**config.mk**
```make
export PLATFORM = sky130hd
export DESIGN_NAME = fpsm_core
export DESIGN_NICKNAME = d
export VERILOG_FILES = /design/src/logic/fpsm_pkg.sv /design/src/logic/fpsm_pulse_if.sv /design/src/logic/fpsm_core.sv /design/src/logic/fpsm_pulse_qual.sv
export SDC_FILE = /design/constraint.sdc
export NUM_CORES = 1
export LEC_CHECK = 0
export ABC_AREA = 1
export BUFFER_PORTS_ARGS = -buffer_cell sky130_fd_sc_hd__buf_2
export CAP_MARGIN = 20
export CORE_ASPECT_RATIO = 1.75
export CORE_UTILIZATION = 35
export CTS_BUF_LIST = sky130_fd_sc_hd__clkbuf_8 sky130_fd_sc_hd__clkbuf_16
export DETAILED_ROUTE_END_ITERATION = 10
export PLACE_DENSITY_LB_ADDON = 0.1
export REMOVE_ABC_BUFFERS = 1
export SYNTH_ARGS = -nofsm -noshare
export SYNTH_HDL_FRONTEND = slang
export SYNTH_SLANG_ARGS = --single-unit
```
**constraint.sdc**
```tcl
create_clock -name core_clk_i -period 8.66 [get_ports core_clk_i]
set_input_delay 0.433 -clock core_clk_i [delete_from_list [all_inputs] [get_ports core_clk_i]]
set_output_delay 0.433 -clock core_clk_i [all_outputs]
set_load 0.05 [all_outputs]
```
**src/logic/fpsm_pkg.sv**
```systemverilog
package fpsm_pkg;
  // ----------------------------------------
  // timing
  // ----------------------------------------
  localparam int CLK_PERIOD_NS = 100;
  localparam int T_ACTIVE_US = 40;
  localparam int ACTIVE_CYC = (T_ACTIVE_US * 1000) / CLK_PERIOD_NS;
  // glitch filter is an eighth of the shortest legal pulse
  localparam int FILT_CYC = ACTIVE_CYC / 8;

  // ----------------------------------------
  // keys and registers
  // ----------------------------------------
  localparam logic [2:0] KEY_MODE_BLOW = 3'h1;
  localparam logic [2:0] KEY_MODE_TRY = 3'h2;
  localparam logic [2:0] KEY_SENS = 3'h1;
  localparam logic [2:0] KEY_FINE = 3'h2;
  localparam logic [2:0] KEY_FREQ = 3'h3;
  localparam logic [2:0] KEY_NULL = 3'h4;
  localparam logic [2:0] KEY_CAL = 3'h5;
  localparam logic [2:0] KEY_MAX = 3'h7;
  localparam int NREG = 4;
  localparam int CW = 10;
  localparam int W_SENS = 9;
  localparam int W_FINE = 9;
  localparam int W_FREQ = 6;
  localparam int W_CAL = 10;
  localparam logic [1:0] SLOT_SENS = 2'h0;
  localparam logic [1:0] SLOT_FINE = 2'h1;
  localparam logic [1:0] SLOT_FREQ = 2'h2;
  localparam logic [1:0] SLOT_CAL = 2'h3;
  localparam logic [CW-1:0] CODE_MAX [0:NREG-1] = '{10'h1FF, 10'h1FF, 10'h03F, 10'h3FF};
  localparam logic [CW-1:0] CODE_RST = 10'h000;
  localparam int SENS_COARSE_BIT = 8;
  localparam int FINE_DOWN_BIT = 8;
  localparam int FREQ_SLOW_BIT = 4;
  localparam int CAL_TEST_BIT = 4;
  localparam int LOCK_BIT = 9;

  typedef enum logic [4:0] {
    ST_INIT = 5'h01,
    ST_MODE = 5'h02,
    ST_PARAM = 5'h04,
    ST_FIELD = 5'h08,
    ST_BLOWN = 5'h10
  } fpsm_state_e;
endpackage

```
**src/logic/fpsm_pulse_if.sv**
```systemverilog
`timescale 1ns/10ps
interface fpsm_pulse_if;
  logic hi_ev;
  logic mid_ev;
  modport src (output hi_ev, output mid_ev);
  modport snk (input hi_ev, input mid_ev);
endinterface

```
**src/logic/fpsm_core.sv**
```systemverilog
`timescale 1ns/10ps
module fpsm_core (
  input wire logic core_clk_i,
  input wire logic rst_i,
  input wire logic prog_high_i,
  input wire logic prog_mid_i,
  input wire logic [fpsm_pkg::W_SENS-1:0] fuse_sens_i,
  input wire logic [fpsm_pkg::W_FINE-1:0] fuse_fine_i,
  input wire logic [fpsm_pkg::W_FREQ-1:0] fuse_freq_i,
  input wire logic [fpsm_pkg::W_CAL-1:0] fuse_cal_i,
  output logic [fpsm_pkg::W_SENS-1:0] sens_code_o,
  output logic [fpsm_pkg::W_FINE-1:0] fine_duty_code_o,
  output logic [fpsm_pkg::W_FREQ-1:0] freq_code_o,
  output logic [fpsm_pkg::W_CAL-1:0] cal_code_o,
  output logic coarse_duty_en_o,
  output logic duty_decrease_o,
  output logic slow_freq_o,
  output logic cal_test_en_o,
  output logic locked_o,
  output logic try_mode_o,
  output logic [4:0] prog_state_o,
  output logic fuse_blow_o,
  output logic [2:0] fuse_blow_key_o,
  output logic [3:0] fuse_blow_bit_o
);
  import fpsm_pkg::*;

  // ----------------------------------------
  // pulse qualification
  // ----------------------------------------
  fpsm_pulse_if ev_if ();

  fpsm_pulse_qual #(.FILT_CYC(FILT_CYC)) u_qual (
    .core_clk_i(core_clk_i),
    .rst_i(rst_i),
    .lvl_high_i(prog_high_i),
    .lvl_mid_i(prog_mid_i),
    .ev(ev_if.src)
  );

  wire hi_ev = ev_if.hi_ev;
  wire mid_ev = ev_if.mid_ev;

  // ----------------------------------------
  // fuse state synchroniser
  // ----------------------------------------
  wire [CW-1:0] fuse_raw [0:NREG-1];
  logic [CW-1:0] fuse_s1 [0:NREG-1];
  logic [CW-1:0] fuse_s2 [0:NREG-1];

  assign fuse_raw[SLOT_SENS] = {{(CW-W_SENS){1'b0}}, fuse_sens_i};
  assign fuse_raw[SLOT_FINE] = {{(CW-W_FINE){1'b0}}, fuse_fine_i};
  assign fuse_raw[SLOT_FREQ] = {{(CW-W_FREQ){1'b0}}, fuse_freq_i};
  assign fuse_raw[SLOT_CAL] = fuse_cal_i;

  always_ff @(posedge core_clk_i or posedge rst_i) begin
    if (rst_i) begin
      for (int i = 0; i < NREG; i++) begin
        fuse_s1[i] <= CODE_RST;
        fuse_s2[i] <= CODE_RST;
      end
    end else begin
      for (int i = 0; i < NREG; i++) begin
        fuse_s1[i] <= fuse_raw[i];
        fuse_s2[i] <= fuse_s1[i];
      end
    end
  end

  // ----------------------------------------
  // state and decode
  // ----------------------------------------
  fpsm_state_e state, next_state;
  logic [2:0] mode_key;
  logic [2:0] key;
  logic hi_seen;
  logic [1:0] slot;
  logic slot_ok;
  logic [CW-1:0] trial [0:NREG-1];
  logic [CW-1:0] value_q [0:NREG-1];

  function automatic logic [3:0] top_bit(input logic [CW-1:0] v);
    logic [3:0] r;
    r = 4'h0;
    for (int i = 0; i < CW; i++) begin
      if (v[i]) begin
        r = 4'(i);
      end
    end
    return r;
  endfunction

  wire locked = fuse_s2[SLOT_CAL][LOCK_BIT];
  wire is_try = (mode_key == KEY_MODE_TRY);
  wire mode_ok = (mode_key == KEY_MODE_BLOW) || is_try;
  wire [1:0] key_slot = (key == KEY_SENS) ? SLOT_SENS :
                        (key == KEY_FINE) ? SLOT_FINE :
                        (key == KEY_FREQ) ? SLOT_FREQ : SLOT_CAL;
  // key four and unused keys address nothing
  wire key_ok = (key == KEY_SENS) || (key == KEY_FINE) || (key == KEY_FREQ) || (key == KEY_CAL);
  wire [CW-1:0] cur_code = trial[slot];
  wire at_max = (cur_code >= CODE_MAX[slot]);
  wire [CW-1:0] blow_cand = cur_code & ~fuse_s2[slot];
  wire blow_any = |blow_cand;
  wire [3:0] blow_bit = top_bit(blow_cand);
  wire [2:0] slot_key = (slot == SLOT_SENS) ? KEY_SENS :
                        (slot == SLOT_FINE) ? KEY_FINE :
                        (slot == SLOT_FREQ) ? KEY_FREQ : KEY_CAL;
  wire do_inc = (state == ST_FIELD) && mid_ev && slot_ok && !at_max;
  wire do_blow = (state == ST_FIELD) && hi_ev && !is_try && slot_ok && blow_any;
  wire enter_field = (state == ST_PARAM) && hi_ev;

  always_comb begin
    next_state = state;
    unique case (state)
      ST_INIT: begin
        if (hi_ev && !locked) begin
          next_state = ST_MODE;
        end
      end
      ST_MODE: begin
        if (hi_ev && hi_seen) begin
          next_state = mode_ok ? ST_PARAM : ST_INIT;
        end
      end
      ST_PARAM: begin
        if (hi_ev) begin
          next_state = ST_FIELD;
        end
      end
      ST_FIELD: begin
        if (hi_ev) begin
          next_state = is_try ? ST_PARAM : ST_BLOWN;
        end
      end
      ST_BLOWN: begin
        next_state = ST_BLOWN;
      end
      default: begin
        next_state = ST_INIT;
      end
    endcase
  end

  always_ff @(posedge core_clk_i or posedge rst_i) begin
    if (rst_i) begin
      state <= ST_INIT;
    end else begin
      state <= next_state;
    end
  end

  // mode key and high-pulse pairing
  always_ff @(posedge core_clk_i or posedge rst_i) begin
    if (rst_i) begin
      mode_key <= 3'h0;
      hi_seen <= 1'b0;
    end else if (state == ST_INIT) begin
      // a refused mode key must not carry over into the next mode select
      mode_key <= 3'h0;
      hi_seen <= 1'b0;
    end else if (state == ST_MODE) begin
      if (mid_ev && mode_key != KEY_MAX) begin
        mode_key <= mode_key + 3'h1;
      end
      if (hi_ev) begin
        hi_seen <= !hi_seen;
      end
    end
  end

  // parameter key and latched selection
  always_ff @(posedge core_clk_i or posedge rst_i) begin
    if (rst_i) begin
      key <= 3'h0;
      slot <= SLOT_SENS;
      slot_ok <= 1'b0;
    end else if (state == ST_PARAM) begin
      if (mid_ev && key != KEY_MAX) begin
        key <= key + 3'h1;
      end
      if (hi_ev) begin
        slot <= key_slot;
        slot_ok <= key_ok;
        key <= 3'h0;
      end
    end
  end

  // ----------------------------------------
  // trial codes
  // ----------------------------------------
  // entering a field restarts its code from the blown pattern
  always_ff @(posedge core_clk_i or posedge rst_i) begin
    if (rst_i) begin
      for (int i = 0; i < NREG; i++) begin
        trial[i] <= CODE_RST;
      end
    end else if (enter_field && key_ok) begin
      trial[key_slot] <= fuse_s2[key_slot];
    end else if (do_inc) begin
      trial[slot] <= cur_code + 10'h001;
    end
  end

  // blown bits are forced to one in the applied value
  always_ff @(posedge core_clk_i or posedge rst_i) begin
    if (rst_i) begin
      for (int i = 0; i < NREG; i++) begin
        value_q[i] <= CODE_RST;
      end
    end else begin
      for (int i = 0; i < NREG; i++) begin
        value_q[i] <= trial[i] | fuse_s2[i];
      end
    end
  end

  // ----------------------------------------
  // fuse blow request
  // ----------------------------------------
  always_ff @(posedge core_clk_i or posedge rst_i) begin
    if (rst_i) begin
      fuse_blow_o <= 1'b0;
      fuse_blow_key_o <= 3'h0;
      fuse_blow_bit_o <= 4'h0;
    end else begin
      fuse_blow_o <= do_blow;
      if (do_blow) begin
        fuse_blow_key_o <= slot_key;
        fuse_blow_bit_o <= blow_bit;
      end
    end
  end

  // ----------------------------------------
  // outputs
  // ----------------------------------------
  always_ff @(posedge core_clk_i or posedge rst_i) begin
    if (rst_i) begin
      locked_o <= 1'b0;
      try_mode_o <= 1'b0;
      prog_state_o <= ST_INIT;
    end else begin
      locked_o <= locked;
      try_mode_o <= is_try && (state != ST_INIT) && (state != ST_MODE);
      prog_state_o <= state;
    end
  end

  assign sens_code_o = value_q[SLOT_SENS][W_SENS-1:0];
  assign fine_duty_code_o = value_q[SLOT_FINE][W_FINE-1:0];
  assign freq_code_o = value_q[SLOT_FREQ][W_FREQ-1:0];
  assign cal_code_o = value_q[SLOT_CAL][W_CAL-1:0];
  assign coarse_duty_en_o = value_q[SLOT_SENS][SENS_COARSE_BIT];
  assign duty_decrease_o = value_q[SLOT_FINE][FINE_DOWN_BIT];
  assign slow_freq_o = value_q[SLOT_FREQ][FREQ_SLOW_BIT];
  assign cal_test_en_o = value_q[SLOT_CAL][CAL_TEST_BIT];

  // ----------------------------------------
  // checks
  // ----------------------------------------
  a_init_ignores_mid: assert property (
    @(posedge core_clk_i) disable iff (rst_i)
    (state == ST_INIT) && !hi_ev |=> (state == ST_INIT)
  ) else $error("initial state left without a high pulse");

  a_init_to_mode: assert property (
    @(posedge core_clk_i) disable iff (rst_i)
    (state == ST_INIT) && hi_ev && !locked |=> (state == ST_MODE) ##1 (prog_state_o == ST_MODE)
  ) else $error("high pulse did not reach mode select");

  a_mode_key_count: assert property (
    @(posedge core_clk_i) disable iff (rst_i)
    (state == ST_MODE) && mid_ev && (mode_key < KEY_MAX) |=> (mode_key == $past(mode_key) + 3'h1)
  ) else $error("mode key did not advance");

  a_mode_two_high: assert property (
    @(posedge core_clk_i) disable iff (rst_i)
    (state == ST_MODE) && hi_ev && !hi_seen |=> (state == ST_MODE)
  ) else $error("mode select left on first high pulse");

  a_param_key_count: assert property (
    @(posedge core_clk_i) disable iff (rst_i)
    (state == ST_PARAM) && mid_ev && !hi_ev && (key < KEY_MAX) |=> (key == $past(key) + 3'h1)
  ) else $error("parameter key did not advance");

  a_param_to_field: assert property (
    @(posedge core_clk_i) disable iff (rst_i)
    (state == ST_PARAM) && hi_ev |=> (state == ST_FIELD) && (slot_ok == $past(key_ok))
  ) else $error("bitfield select not entered");

  a_code_increments: assert property (
    @(posedge core_clk_i) disable iff (rst_i)
    do_inc |=> (trial[$past(slot)] == $past(cur_code) + 10'h001) ##1 (value_q[$past(slot, 2)] != CODE_RST)
  ) else $error("code did not step by one");

  a_code_saturates: assert property (
    @(posedge core_clk_i) disable iff (rst_i)
    (state == ST_FIELD) && mid_ev && at_max |=> (trial[$past(slot)] == $past(cur_code))
  ) else $error("code passed its maximum");

  a_try_returns: assert property (
    @(posedge core_clk_i) disable iff (rst_i)
    (state == ST_FIELD) && hi_ev && is_try |=> (state == ST_PARAM) && !fuse_blow_o
  ) else $error("try mode did not return to parameter select");

  a_try_never_blows: assert property (
    @(posedge core_clk_i) disable iff (rst_i)
    fuse_blow_o |-> !$past(is_try) && $past(state == ST_FIELD)
  ) else $error("fuse blown outside blow mode field state");

  a_blow_holds: assert property (
    @(posedge core_clk_i) disable iff (rst_i)
    (state == ST_BLOWN) |=> (state == ST_BLOWN) && !fuse_blow_o
  ) else $error("blow session continued after blowing");

  a_no_decrement: assert property (
    @(posedge core_clk_i) disable iff (rst_i)
    (state == ST_FIELD) && !$past(enter_field) |-> (trial[slot] >= $past(trial[slot]))
  ) else $error("addressed code went down");

  a_blown_reads_one: assert property (
    @(posedge core_clk_i) disable iff (rst_i)
    ((value_q[SLOT_FINE] & $past(fuse_s2[SLOT_FINE])) == $past(fuse_s2[SLOT_FINE]))
  ) else $error("blown bit read as zero");

  a_lock_refuses: assert property (
    @(posedge core_clk_i) disable iff (rst_i)
    locked && (state == ST_INIT) |=> (state == ST_INIT) [*2]
  ) else $error("locked device accepted programming");
endmodule

```
**src/logic/fpsm_pulse_qual.sv**
```systemverilog
`timescale 1ns/10ps
module fpsm_pulse_qual #(
  parameter int FILT_CYC = 50
) (
  input wire logic core_clk_i,
  input wire logic rst_i,
  input wire logic lvl_high_i,
  input wire logic lvl_mid_i,
  fpsm_pulse_if.src ev
);
  logic hs1, hs2, ms1, ms2;
  logic [1:0] cand, stable, peak;
  logic [15:0] cnt;

  // ----------------------------------------
  // level classification
  // ----------------------------------------
  wire [1:0] raw_lvl = hs2 ? 2'h2 : (ms2 ? 2'h1 : 2'h0);
  wire settled = (raw_lvl == cand) && (cnt >= 16'(FILT_CYC));
  wire pulse_end = settled && (cand == 2'h0) && (stable != 2'h0);

  always_ff @(posedge core_clk_i or posedge rst_i) begin
    if (rst_i) begin
      hs1 <= 1'b0;
      hs2 <= 1'b0;
      ms1 <= 1'b0;
      ms2 <= 1'b0;
    end else begin
      hs1 <= lvl_high_i;
      hs2 <= hs1;
      ms1 <= lvl_mid_i;
      ms2 <= ms1;
    end
  end

  // glitch filter: a level counts only once it has held FILT_CYC cycles
  always_ff @(posedge core_clk_i or posedge rst_i) begin
    if (rst_i) begin
      cand <= 2'h0;
      cnt <= 16'h0000;
      stable <= 2'h0;
      peak <= 2'h0;
    end else if (raw_lvl != cand) begin
      cand <= raw_lvl;
      cnt <= 16'h0000;
    end else if (!settled) begin
      cnt <= cnt + 16'h0001;
    end else begin
      stable <= cand;
      if (cand == 2'h0) begin
        peak <= 2'h0;
      end else if (cand > peak) begin
        peak <= cand;
      end
    end
  end

  // events fire when the pulse falls back to low
  always_ff @(posedge core_clk_i or posedge rst_i) begin
    if (rst_i) begin
      ev.hi_ev <= 1'b0;
      ev.mid_ev <= 1'b0;
    end else begin
      ev.hi_ev <= pulse_end && (peak == 2'h2);
      ev.mid_ev <= pulse_end && (peak == 2'h1);
    end
  end
endmodule

```
==> flow_summary.ini, run 1 <==
[synth]
ys_types = 48
ys_seq_elements = 200
yosysTopAreaCell = dfrtp_1
syn_area_per_cell_um2 = 9.34
synthCells = 968
yosysSeqAreaShare_pct = 55.4
synth_warnings = 0
synth_top_area_share_pct = 54.8
synth_area_leaders = dfrtp_1 55%, nand2_1 11%, inv_1 4.1%
synth_area_um2 = 9040

[routing]
first_pass_iters = 5
via_per_inst = 4.79
drtAntennaViolNets = 0
vias = 6639
drt_iter0_markers = 394
wire_per_inst_um = 17.2
route.detailed.drc = 0
drt_wl_total_um = 23800

[timing]
fmax_mhz = 320
slew_headroom_pct = 33.7
rsz0062_at_grt = false
post-route-period-util_pct = 36.1
tns_ps = 0
drv_slew = 0
period_minus_slack_ps = 3120
tightest_slew_ps = 994
setup_viol = 0
skew_ps = 15.9
finalHoldViolCount = 0

[critical_path]
r2r_end = trial[18]$_DFFE_PP0P_
rrSetupSlack_ps = 5540
crit_chain = inv_1 > buf_4 > nand3_2 > nand2_2 > inv_2 > ha_1 > a211oi_1 > nand3_1 > nor3_1 > nand3_1 > nand2_2 > inv_2 > nand2_1 > o21ai_1
arrival_ps = 3450
start_kind = flop
rr_worst_depth = 14
r2r_start = slot[1]$_DFFE_PP0P_
crit_required_ps = 8990
slowest_delay_ps = 380
slowest_stage = dfrtp_1
crit_fanout = 14
path_class = reg2reg
end_kind = flop

[clock_tree]
htreeDepth = 4
cts_hold_buf = 0
cts_resized = 0
clockBufferDepth = 2
cts-root-buf = clkbuf_16
clkSinkCount = 200
numCtsBuffers = 17
cts_tree = done
cts.clk_slew.worst_paths_ps = 70
cts_setup_buffers = 0
clock_latency_ps = 460

[worst_hold_path]
whs_path_depth = 1
whs_endpoint = fuse_s1[32]$_DFF_PP0_
min_from = fuse_sens_i[2]
hold_path_class = in2reg

[power_and_ir_drop]
p_sw_share_pct = 22.9
vdd_drop_max_uv = 157
p_sw_w = 0.000434
power.density_nw_per_um2 = 184
pwr-share-clk_pct = 43.3
p_comb_share_pct = 5.2
pwr-share-seq_pct = 51.5
p_int_w = 0.00146
leakage_nw = 5.23

[place]
dp.cells = 1355
place_congestion = 0.887
numPortBuffers = 90
place_hpwl_um = 16900

[finish]
layout_common_cells = 263 x nand2_1, 198 x dfrtp_1, 102 x inv_1, 90 x buf_2, 67 x nand3_1
nFillCells = 2588
multi_input_area_um2 = 3370
drive_gt1_share_pct = 23.5
nets = 1119
stdcell_count = 1387
syn_to_final_growth_pct = 13.9
n_antenna_cell = 0
seqCellArea_um2 = 5010
post-route-util_pct = 40.6
final_common_cell = nand2_1

[global_routing]
grt_pass1_wl_um = 37700
grt_overflow = 0
grtUsageTotal_pct = 19.5
grt_max_degree = 141
antenna_found_initial = 0
grt_pass1_vias = 6886

[floorplan]
coreArea_um2 = 25300
die_w_um = 124
die_h_um = 215
dieArea_um2 = 26500
core.rowCount = 77
ioPinCount = 91
initial_core_util_pct = 35.7

[flow_run]
drv_cap = 0

[status]
status = completed
worst max path at each step:
| stage | startpoint | endpoint | slack (ps) | cells past startpoint |
|---|---|---|---|---|
| detailed placement | slot[0]$_DFFE_PP0P_ | trial[19]$_DFFE_PP0P_ | 5550 | 14 |
| global route | slot[0]$_DFFE_PP0P_ | trial[17]$_DFFE_PP0P_ | 5140 | 14 |
| floorplan | rst_i | cal_code_o[0]$_DFF_PP0_ | 2780 | 1 |
| finish | slot[1]$_DFFE_PP0P_ | trial[18]$_DFFE_PP0P_ | 5540 | 14 |
| global placement | slot[0]$_DFFE_PP0P_ | trial[18]$_DFFE_PP0P_ | 5590 | 14 |
| CTS | slot[0]$_DFFE_PP0P_ | trial[18]$_DFFE_PP0P_ | 5500 | 14 |
cell usage after synthesis (all sizes together):
library cell,instances
nand2,307
dfrtp,198
inv,111
nand3,78
o21ai,66
nor2,60
or2,28
ha,23
buf,21
a21oi,18
o22ai,14
nor3,10
nand4,7
and2,3
clkbuf,3
o211ai,3
dfstp,2
o21bai,2
xnor2,2
a211oi,1
a2bb2oi,1
a31oi,1
and3,1
and3b,1
nand3b,1
nor4,1
o221a,1
o221ai,1
o31ai,1
o32ai,1
xor2,1
area by class of cell:
| class | count | share of cell area, % |
|---|---|---|
| Tap cell | 316 | 3.84 |
| Inverter | 111 | 4.17 |
| Clock inverter | 12 | 1.35 |
| Multi-Input combinational cell | 633 | 32.8 |
| Sequential cell | 200 | 48.6 |
| Timing Repair Buffer | 95 | 4.74 |
| Clock buffer | 20 | 4.53 |
registers in the layout, summed over array words and instances, names as in the netlist, 3 cells and up:
name              count
fuse_s1              34
key                   3
prog_state_o          5
mode_key              3
sens_code_o           8
state                 5
u_qual.cnt           16
freq_code_o           6
fine_duty_code_o      8
cal_code_o           10
fuse_blow_bit_o       4
fuse_blow_key_o       3
trial                40
fuse_s2              34
layer usage:
metal  part of all wire (%)  global-route usage [%]  up-vias
li1                       -                       -     3242
met1                     38                    21.3     3178
met2                     54                    34.2      174
met3                    4.7                    4.26       45
met4                    3.7                    10.6        0
met5                      0                       0        -
worst max-delay path: cells and delay by family, from the launching register on:
kind | cells | cell delay [ps]
fa+ha+maj | 1 | 300
flops | 1 | 380
buf+inv | 4 | 850
simple gates | 7 | 1150
compound gates | 2 | 290
cells by family (layout without fill, tap and decap cells):
group / after synthesis / after routing / share of synthesized area (%)
flip-flops: 200 / 200 / 55.4
AND/OR/NAND/NOR: 497 / 497 / 26.6
XOR/XNOR: 3 / 3 / 0.291
adder cells (fa/ha/maj): 23 / 23 / 3.18
AO/OA/AOI/OAI: 110 / 110 / 7.26
buffers and inverters: 135 / 238 / 7.33
power groups by stage:
stage | logic [W] | registers, W | clock network (W)
after floorplan | 0.0000355 | 0.00102 | 0
after global routing | 0.000109 | 0.000976 | 0.000884
final | 0.0000981 | 0.000974 | 0.000819
after global placement | 0.000101 | 0.000992 | 0
after detailed placement | 0.000101 | 0.000992 | 0
after CTS | 0.000102 | 0.000974 | 0.000852
per-stage QoR:
step	worst slack [ps]	power (W)	instance area, µm²	hold slack (ps)
finish	5540	0.00189	10300	84.6
global route	5140	0.00197	10300	56.2
detailed placement	5550	0.00109	9690	335
global placement	5590	0.00109	9690	333
CTS	5500	0.00193	10300	50.4
floorplan	2780	0.00106	8800	331
No activity file was read; power rests on OpenSTA's default activity.
==> inputs of run 2 (changes only) <==
==> constraint.sdc (replaced) <==
create_clock -name core_clk_i -period 2.5 [get_ports core_clk_i]
set_input_delay 0.125 -clock core_clk_i [delete_from_list [all_inputs] [get_ports core_clk_i]]
set_output_delay 0.125 -clock core_clk_i [all_outputs]
set_load 0.05 [all_outputs]
==> flow_summary.ini, run 2 (synthesis gave the netlist of run 1 again) <==
[status]
status = completed

[clock_tree]
clkSinkCount = 200
cts_tree = done
clock_latency_ps = 460
numCtsBuffers = 17
htreeDepth = 4
clockBufferDepth = 2
cts-root-buf = clkbuf_16
cts_setup_buffers = 0
cts.clk_slew.worst_paths_ps = 70

[timing]
rsz0062_at_grt = true
skew_ps = 16.2
fmax_mhz = 417
setup_viol = 0
period_minus_slack_ps = 2400
drv_slew = 0
finalHoldViolCount = 0
tightest_slew_ps = 576
post-route-worst-setup-slack_ps = 102
post-route-period-util_pct = 95.9
slew_headroom_pct = 61.6

[critical_path]
cp.depth = 15
rr_worst_depth = 15
critPathTopFamily = simple AND/OR/NAND/NOR gates
arrival_ps = 2730
slowest_stage = dfrtp_1
rrSetupSlack_ps = 100
r2r_start = slot[0]$_DFFE_PP0P_
path_class = reg2reg
critPathLaunch = slot[0]$_DFFE_PP0P_
cp_common_cell = nand2_1
slowest_delay_ps = 400
crit_required_ps = 2830
crit_chain = buf_6 > inv_8 > nand2_1 > nand3_1 > nand2_2 > ha_1 > nand2_1 > and3b_2 > nor3_2 > buf_4 > nand2_4 > nand2_8 > nand2_8 > nand2_1 > nand3_1
start_kind = flop
end_kind = flop
r2r_end = trial[32]$_DFFE_PP0P_
crit_end = trial[32]$_DFFE_PP0P_
path_buf_inv = 3
crit_fanout = 10

[routing]
first_pass_iters = 4
via_per_inst = 4.79
drtAntennaViolNets = 0
vias = 7109
route.detailed.drc = 0
drt_wl_total_um = 25600
drt_iter0_markers = 267
wire_per_inst_um = 17.3

[power_and_ir_drop]
power.density_nw_per_um2 = 570
vdd_drop_max_uv = 502
leakage_nw = 5.71

[worst_hold_path]
hold_path_class = in2async

[finish]
largest_register = trial
nFillCells = 2542
n_antenna_cell = 0
seqCellArea_um2 = 5010
stdcell_count = 1484
drive_gt1_share_pct = 27.6
layout_common_cells = 263 x nand2_1, 198 x dfrtp_1, 100 x inv_1, 90 x buf_2, 65 x nand3_1
final_common_cell = nand2_1
multi_input_area_um2 = 3490
reg_top3 = trial (40), fuse_s1 (34), fuse_s2 (34)
syn_to_final_growth_pct = 24.7
largest_reg_flops = 40
post-route-util_pct = 44.5
nets = 1218

[floorplan]
initial_core_util_pct = 35.7
ioPinCount = 91
dieArea_um2 = 26500
die_w_um = 124
core.rowCount = 77
coreArea_um2 = 25300
die_h_um = 215

[place]
place_hpwl_um = 19000
numPortBuffers = 90
preCtsSetupSlack_ps = -7.45
dp.cells = 1416
place_congestion = 0.896

[flow_run]
drv_cap = 0

[global_routing]
grt_pass1_vias = 7413
grt_pass1_wl_um = 39700
grt_overflow = 0
grtUsageTotal_pct = 20.5
antenna_found_initial = 0
grt_max_degree = 73
==> run 2: cell types whose count changed in the layout (fill, tap and decap cells not counted), sizes merged <==
cell | previous run | this run
inv | 115 | 114
bufinv | 3 | 1
clkbuf | 20 | 21
buf | 95 | 156
nand2 | 307 | 308
dlygate4sd3 | 0 | 37
==> run 2: cell type report <==
type	instances	area share, %
Sequential cell	200	44.4
Multi-Input combinational cell	634	31.0
Timing Repair Buffer	193	12.3
Clock buffer	21	4.26
Inverter	111	3.89
Tap cell	316	3.51
Clock inverter	9	0.699
==> run 2: per-layer routing <==
layer  up-vias  track usage [%]  wire, µm
li1       3458                -         -
met1      3447             21.4      9560
met2       144             37.6     14200
met3        60             3.46       728
met4         0             11.6      1140
met5         -                0         0
==> run 2: through the flow <==
stage	TNS [ps]	hold WS (ps)	total power, W	cell area (µm²)
2_1_floorplan	-634250	156	0.00366	8800
6_report	0	272	0.00643	11300
4_1_cts	0	282	0.00654	11100
5_1_grt	-327	299	0.00667	11300
3_5_place_dp	-11.6	235	0.00379	10200
3_3_place_gp	0	233	0.00379	10200
==> run 2: power by group <==
group / leakage (nW) / switching, W / internal [W] / total (W)
logic: 2.90 / 0.000267 / 0.000127 / 0.000394
clock network: 0.281 / 0.00120 / 0.00146 / 0.00266
registers: 2.53 / 0.0000443 / 0.00333 / 0.00337
==> run 2: worst min path at each step <==
stage                                      end  slack, ps  cells after the start
finish              u_qual.cnt[10]$_DFFE_PP0N_        270                      3
global route              fuse_s1[9]$_DFF_PP0_        300                      2
CTS                      fuse_s1[26]$_DFF_PP0_        280                      2
detailed placement  u_qual.cnt[10]$_DFFE_PP0N_        240                      2
global placement         fuse_s1[33]$_DFF_PP0_        230                      1
floorplan                 fuse_s1[0]$_DFF_PP0_        160                      0
==> run 2: worst min-delay path, stage by stage <==
cell and delay [ps]:
dlygate4sd3_1 530, buf_2 150, inv_8 370
==> run 2: repair_timing <==
action	4_1_cts	5_1_grt
gates cloned	0	1
setup endpoints to repair	7	40
resized for setup	1	26
hold buffers	37	0
endpoints found under the hold margin	104	0
pin swaps	0	6
==> inputs of run 3 (changes only) <==
--- a/config.mk
+++ b/config.mk
@@ -5,7 +5,6 @@
 export SDC_FILE = /design/constraint.sdc
 export NUM_CORES = 1
 export LEC_CHECK = 0
-export ABC_AREA = 1
 export BUFFER_PORTS_ARGS = -buffer_cell sky130_fd_sc_hd__buf_2
 export CAP_MARGIN = 20
 export CORE_ASPECT_RATIO = 1.75
==> flow_summary.ini, run 3 <==
[timing]
period_minus_slack_ps = 2920
tightest_slew_ps = 714
skew_ps = 12.7
setup_viol = 45
rsz0062_at_grt = true
post-route-period-util_pct = 117
hold_ws_ps = 302
finalHoldViolCount = 0
post-route-worst-setup-slack_ps = -423
slew_headroom_pct = 52.4
drv_slew = 0
fmax_mhz = 342

[critical_path]
end_kind = flop
arrival_ps = 3270
path_class = reg2reg
rrSetupSlack_ps = -420
slowest_delay_ps = 570
crit_required_ps = 2850
r2r_end = trial[19]$_DFFE_PP0P_
start_kind = flop
crit_chain = mux4_2 > ha_4 > a21o_1 > a21o_1 > a2111oi_4 > buf_4 > buf_12 > buf_6 > a41oi_4 > buf_6 > o31ai_2
crit_fanout = 8
rr_worst_depth = 11
r2r_start = slot[0]$_DFFE_PP0P_
slowest_stage = mux4_2

[clock_tree]
cts-root-buf = clkbuf_16
cts_tree = done
clkSinkCount = 200
numCtsBuffers = 17
htreeDepth = 4
clock_latency_ps = 450
clockBufferDepth = 2
cts.clk_slew.worst_paths_ps = 80

[finish]
final_common_cell = dfrtp_1
nets = 958
n_antenna_cell = 0
layout_common_cells = 197 x dfrtp_1, 94 x buf_4, 90 x buf_2, 45 x nand2_1, 37 x dlygate4sd3_1
nFillCells = 2178
largest_reg_flops = 40
drive_gt1_share_pct = 37.1
syn_to_final_growth_pct = 33.3
largest_register = trial
reg_top3 = trial (40), fuse_s1 (34), fuse_s2 (34)
post-route-util_pct = 47.8
fin_area_um2 = 11200

[synth]
synth-simple-area-share_pct = 13.4
synth_area_um2 = 8400
synth_flop_cell = dfrtp_1
synth_enable_flop_cells = 0
yosysSeqAreaShare_pct = 59.6
yosysTopAreaCell = dfrtp_1
synth_top_family_by_area = simple AND/OR/NAND/NOR gates
synthAdderAreaFrac_pct = 3.42
syn_area_per_cell_um2 = 12.6
synth_area_leaders = dfrtp_1 59%, ha_1 3.4%, mux4_2 2.9%
ys_types = 62
synth_common_cells = 198 x dfrtp_1, 48 x nand2_1, 35 x or2_2
async_flop_share_pct = 100
ys_seq_elements = 200
synth_top_area_share_pct = 59.0
synth_warnings = 0
synth_compound_area_share_pct = 10.5
muxShareOfSynthArea_pct = 8.31
synthCells = 666
synth_xor_area_share_pct = 1.46
synth_most_common_cell = dfrtp_1

[worst_hold_path]
whs_path_depth = 2
whs_endpoint = fuse_s1[25]$_DFF_PP0_
min_from = fuse_fine_i[5]
hold_path_class = in2reg

[power_and_ir_drop]
vdd_drop_max_uv = 509
leakage_nw = 5.18
pwr-share-clk_pct = 41.5
p_sw_w = 0.00162
p_comb_share_pct = 5.9
p_sw_share_pct = 25.3
p_int_w = 0.00480
power.density_nw_per_um2 = 573
pwr-share-seq_pct = 52.6

[global_routing]
grt_pass1_vias = 6392
grt_overflow = 0
antenna_found_initial = 0
grt_max_degree = 98
grtUsageTotal_pct = 19.5
grt_pass1_wl_um = 35000

[flow_run]
drv_cap = 0

[routing]
route.detailed.drc = 0
vias = 6011
via_per_inst = 4.95
first_pass_iters = 4
drt_iter0_markers = 323
wire_per_inst_um = 18.6
drt_wl_total_um = 22600
drtAntennaViolNets = 0

[status]
status = finished with violations
violations = setup timing

[place]
place_hpwl_um = 16500
dpl_cell_area_um2 = 9860
preCtsSetupSlack_ps = -698
numPortBuffers = 90
place_congestion = 0.835

[floorplan]
die_w_um = 119
core.rowCount = 74
initial_core_util_pct = 35.9
coreArea_um2 = 23400
dieArea_um2 = 24700
die_h_um = 207
ioPinCount = 91
run 3: cell types whose count changed in the layout (fill, tap and decap cells not counted), moves of 13 or more:
cell and delta:
mux4_2 +13, o21ai_0 -20, o21ai_2 -13, nand3_1 -53, mux2i_1 +18, nand2_1 -218, nand2_2 -27, and2_1 +15
inv_1 -77, buf_4 +37
run 3: cell families (layout without fill, tap and decap cells):
logic type,Yosys count,in the layout
simple gates,211,211
flops,200,200
compound gates,121,122
buf+inv,52,295
mux,45,45
fa+ha+maj,23,23
xor+xnor,14,14
run 3: power by group through the flow:
stage               registers (W)  clock network, W  logic [W]
global route              0.00339           0.00287   0.000415
detailed placement        0.00344                 0   0.000342
floorplan                 0.00354                 0   0.000113
finish                    0.00338           0.00267   0.000380
global placement          0.00344                 0   0.000337
CTS                       0.00338           0.00276   0.000389
run 3: layer usage:
metal  wire length (µm)  global-route usage, %  vias up  part of all wire (%)
li1                   -                      -     2822                     -
met1               8400                   20.4     3036                    37
met2              12800                   36.0      124                    56
met3                680                   4.01       29                   3.0
met4                742                   10.8        0                   3.3
met5                  0                      0        -                     0
run 3: critical path: cells and delay by family (launching register included):
family / cells / cell delay, ps
mux: 1 / 570
fa+ha+maj: 1 / 240
compound gates: 5 / 970
flops: 1 / 440
buf+inv: 4 / 580
run 3: worst max path at each step:
stage	slack, ps	start	endpoint	cells past startpoint
after floorplan	-3080	rst_i	cal_code_o[0]$_DFF_PP0_	1
after global placement	-640	slot[0]$_DFFE_PP0P_	trial[25]$_DFFE_PP0P_	9
after detailed placement	-700	slot[0]$_DFFE_PP0P_	trial[25]$_DFFE_PP0P_	9
after CTS	-400	slot[0]$_DFFE_PP0P_	trial[6]$_DFFE_PP0P_	11
after global routing	-540	slot[0]$_DFFE_PP0P_	trial[6]$_DFFE_PP0P_	11
final	-420	slot[0]$_DFFE_PP0P_	trial[19]$_DFFE_PP0P_	11
run 3: cell type report:
class,count,area (µm²),area share (%)
Tap cell,304,380,3.40
Inverter,24,97.6,0.871
Clock buffer,18,439,3.92
Timing Repair Buffer,239,1780,15.9
Sequential cell,200,5010,44.7
Clock inverter,14,141,1.26
Multi-Input combinational cell,415,3350,29.9
run 3: metrics by stage:
step,setup TNS (ps),instances,total power (W)
after floorplan,-656380,638,0.00365
final,-14540,1214,0.00642
after CTS,-13180,1210,0.00653
after global placement,-21670,1134,0.00377
after global routing,-19800,1214,0.00668
after detailed placement,-24360,1134,0.00378
run 3: timing repair:
item | 4_1_cts | 5_1_grt
pin swaps | 19 | 7
setup buffers | 6 | 4
endpoints found under the hold margin | 127 | 0
setup endpoints to repair | 48 | 47
cloned | 2 | 0
gates resized for setup | 38 | 22
hold buffers | 37 | 0
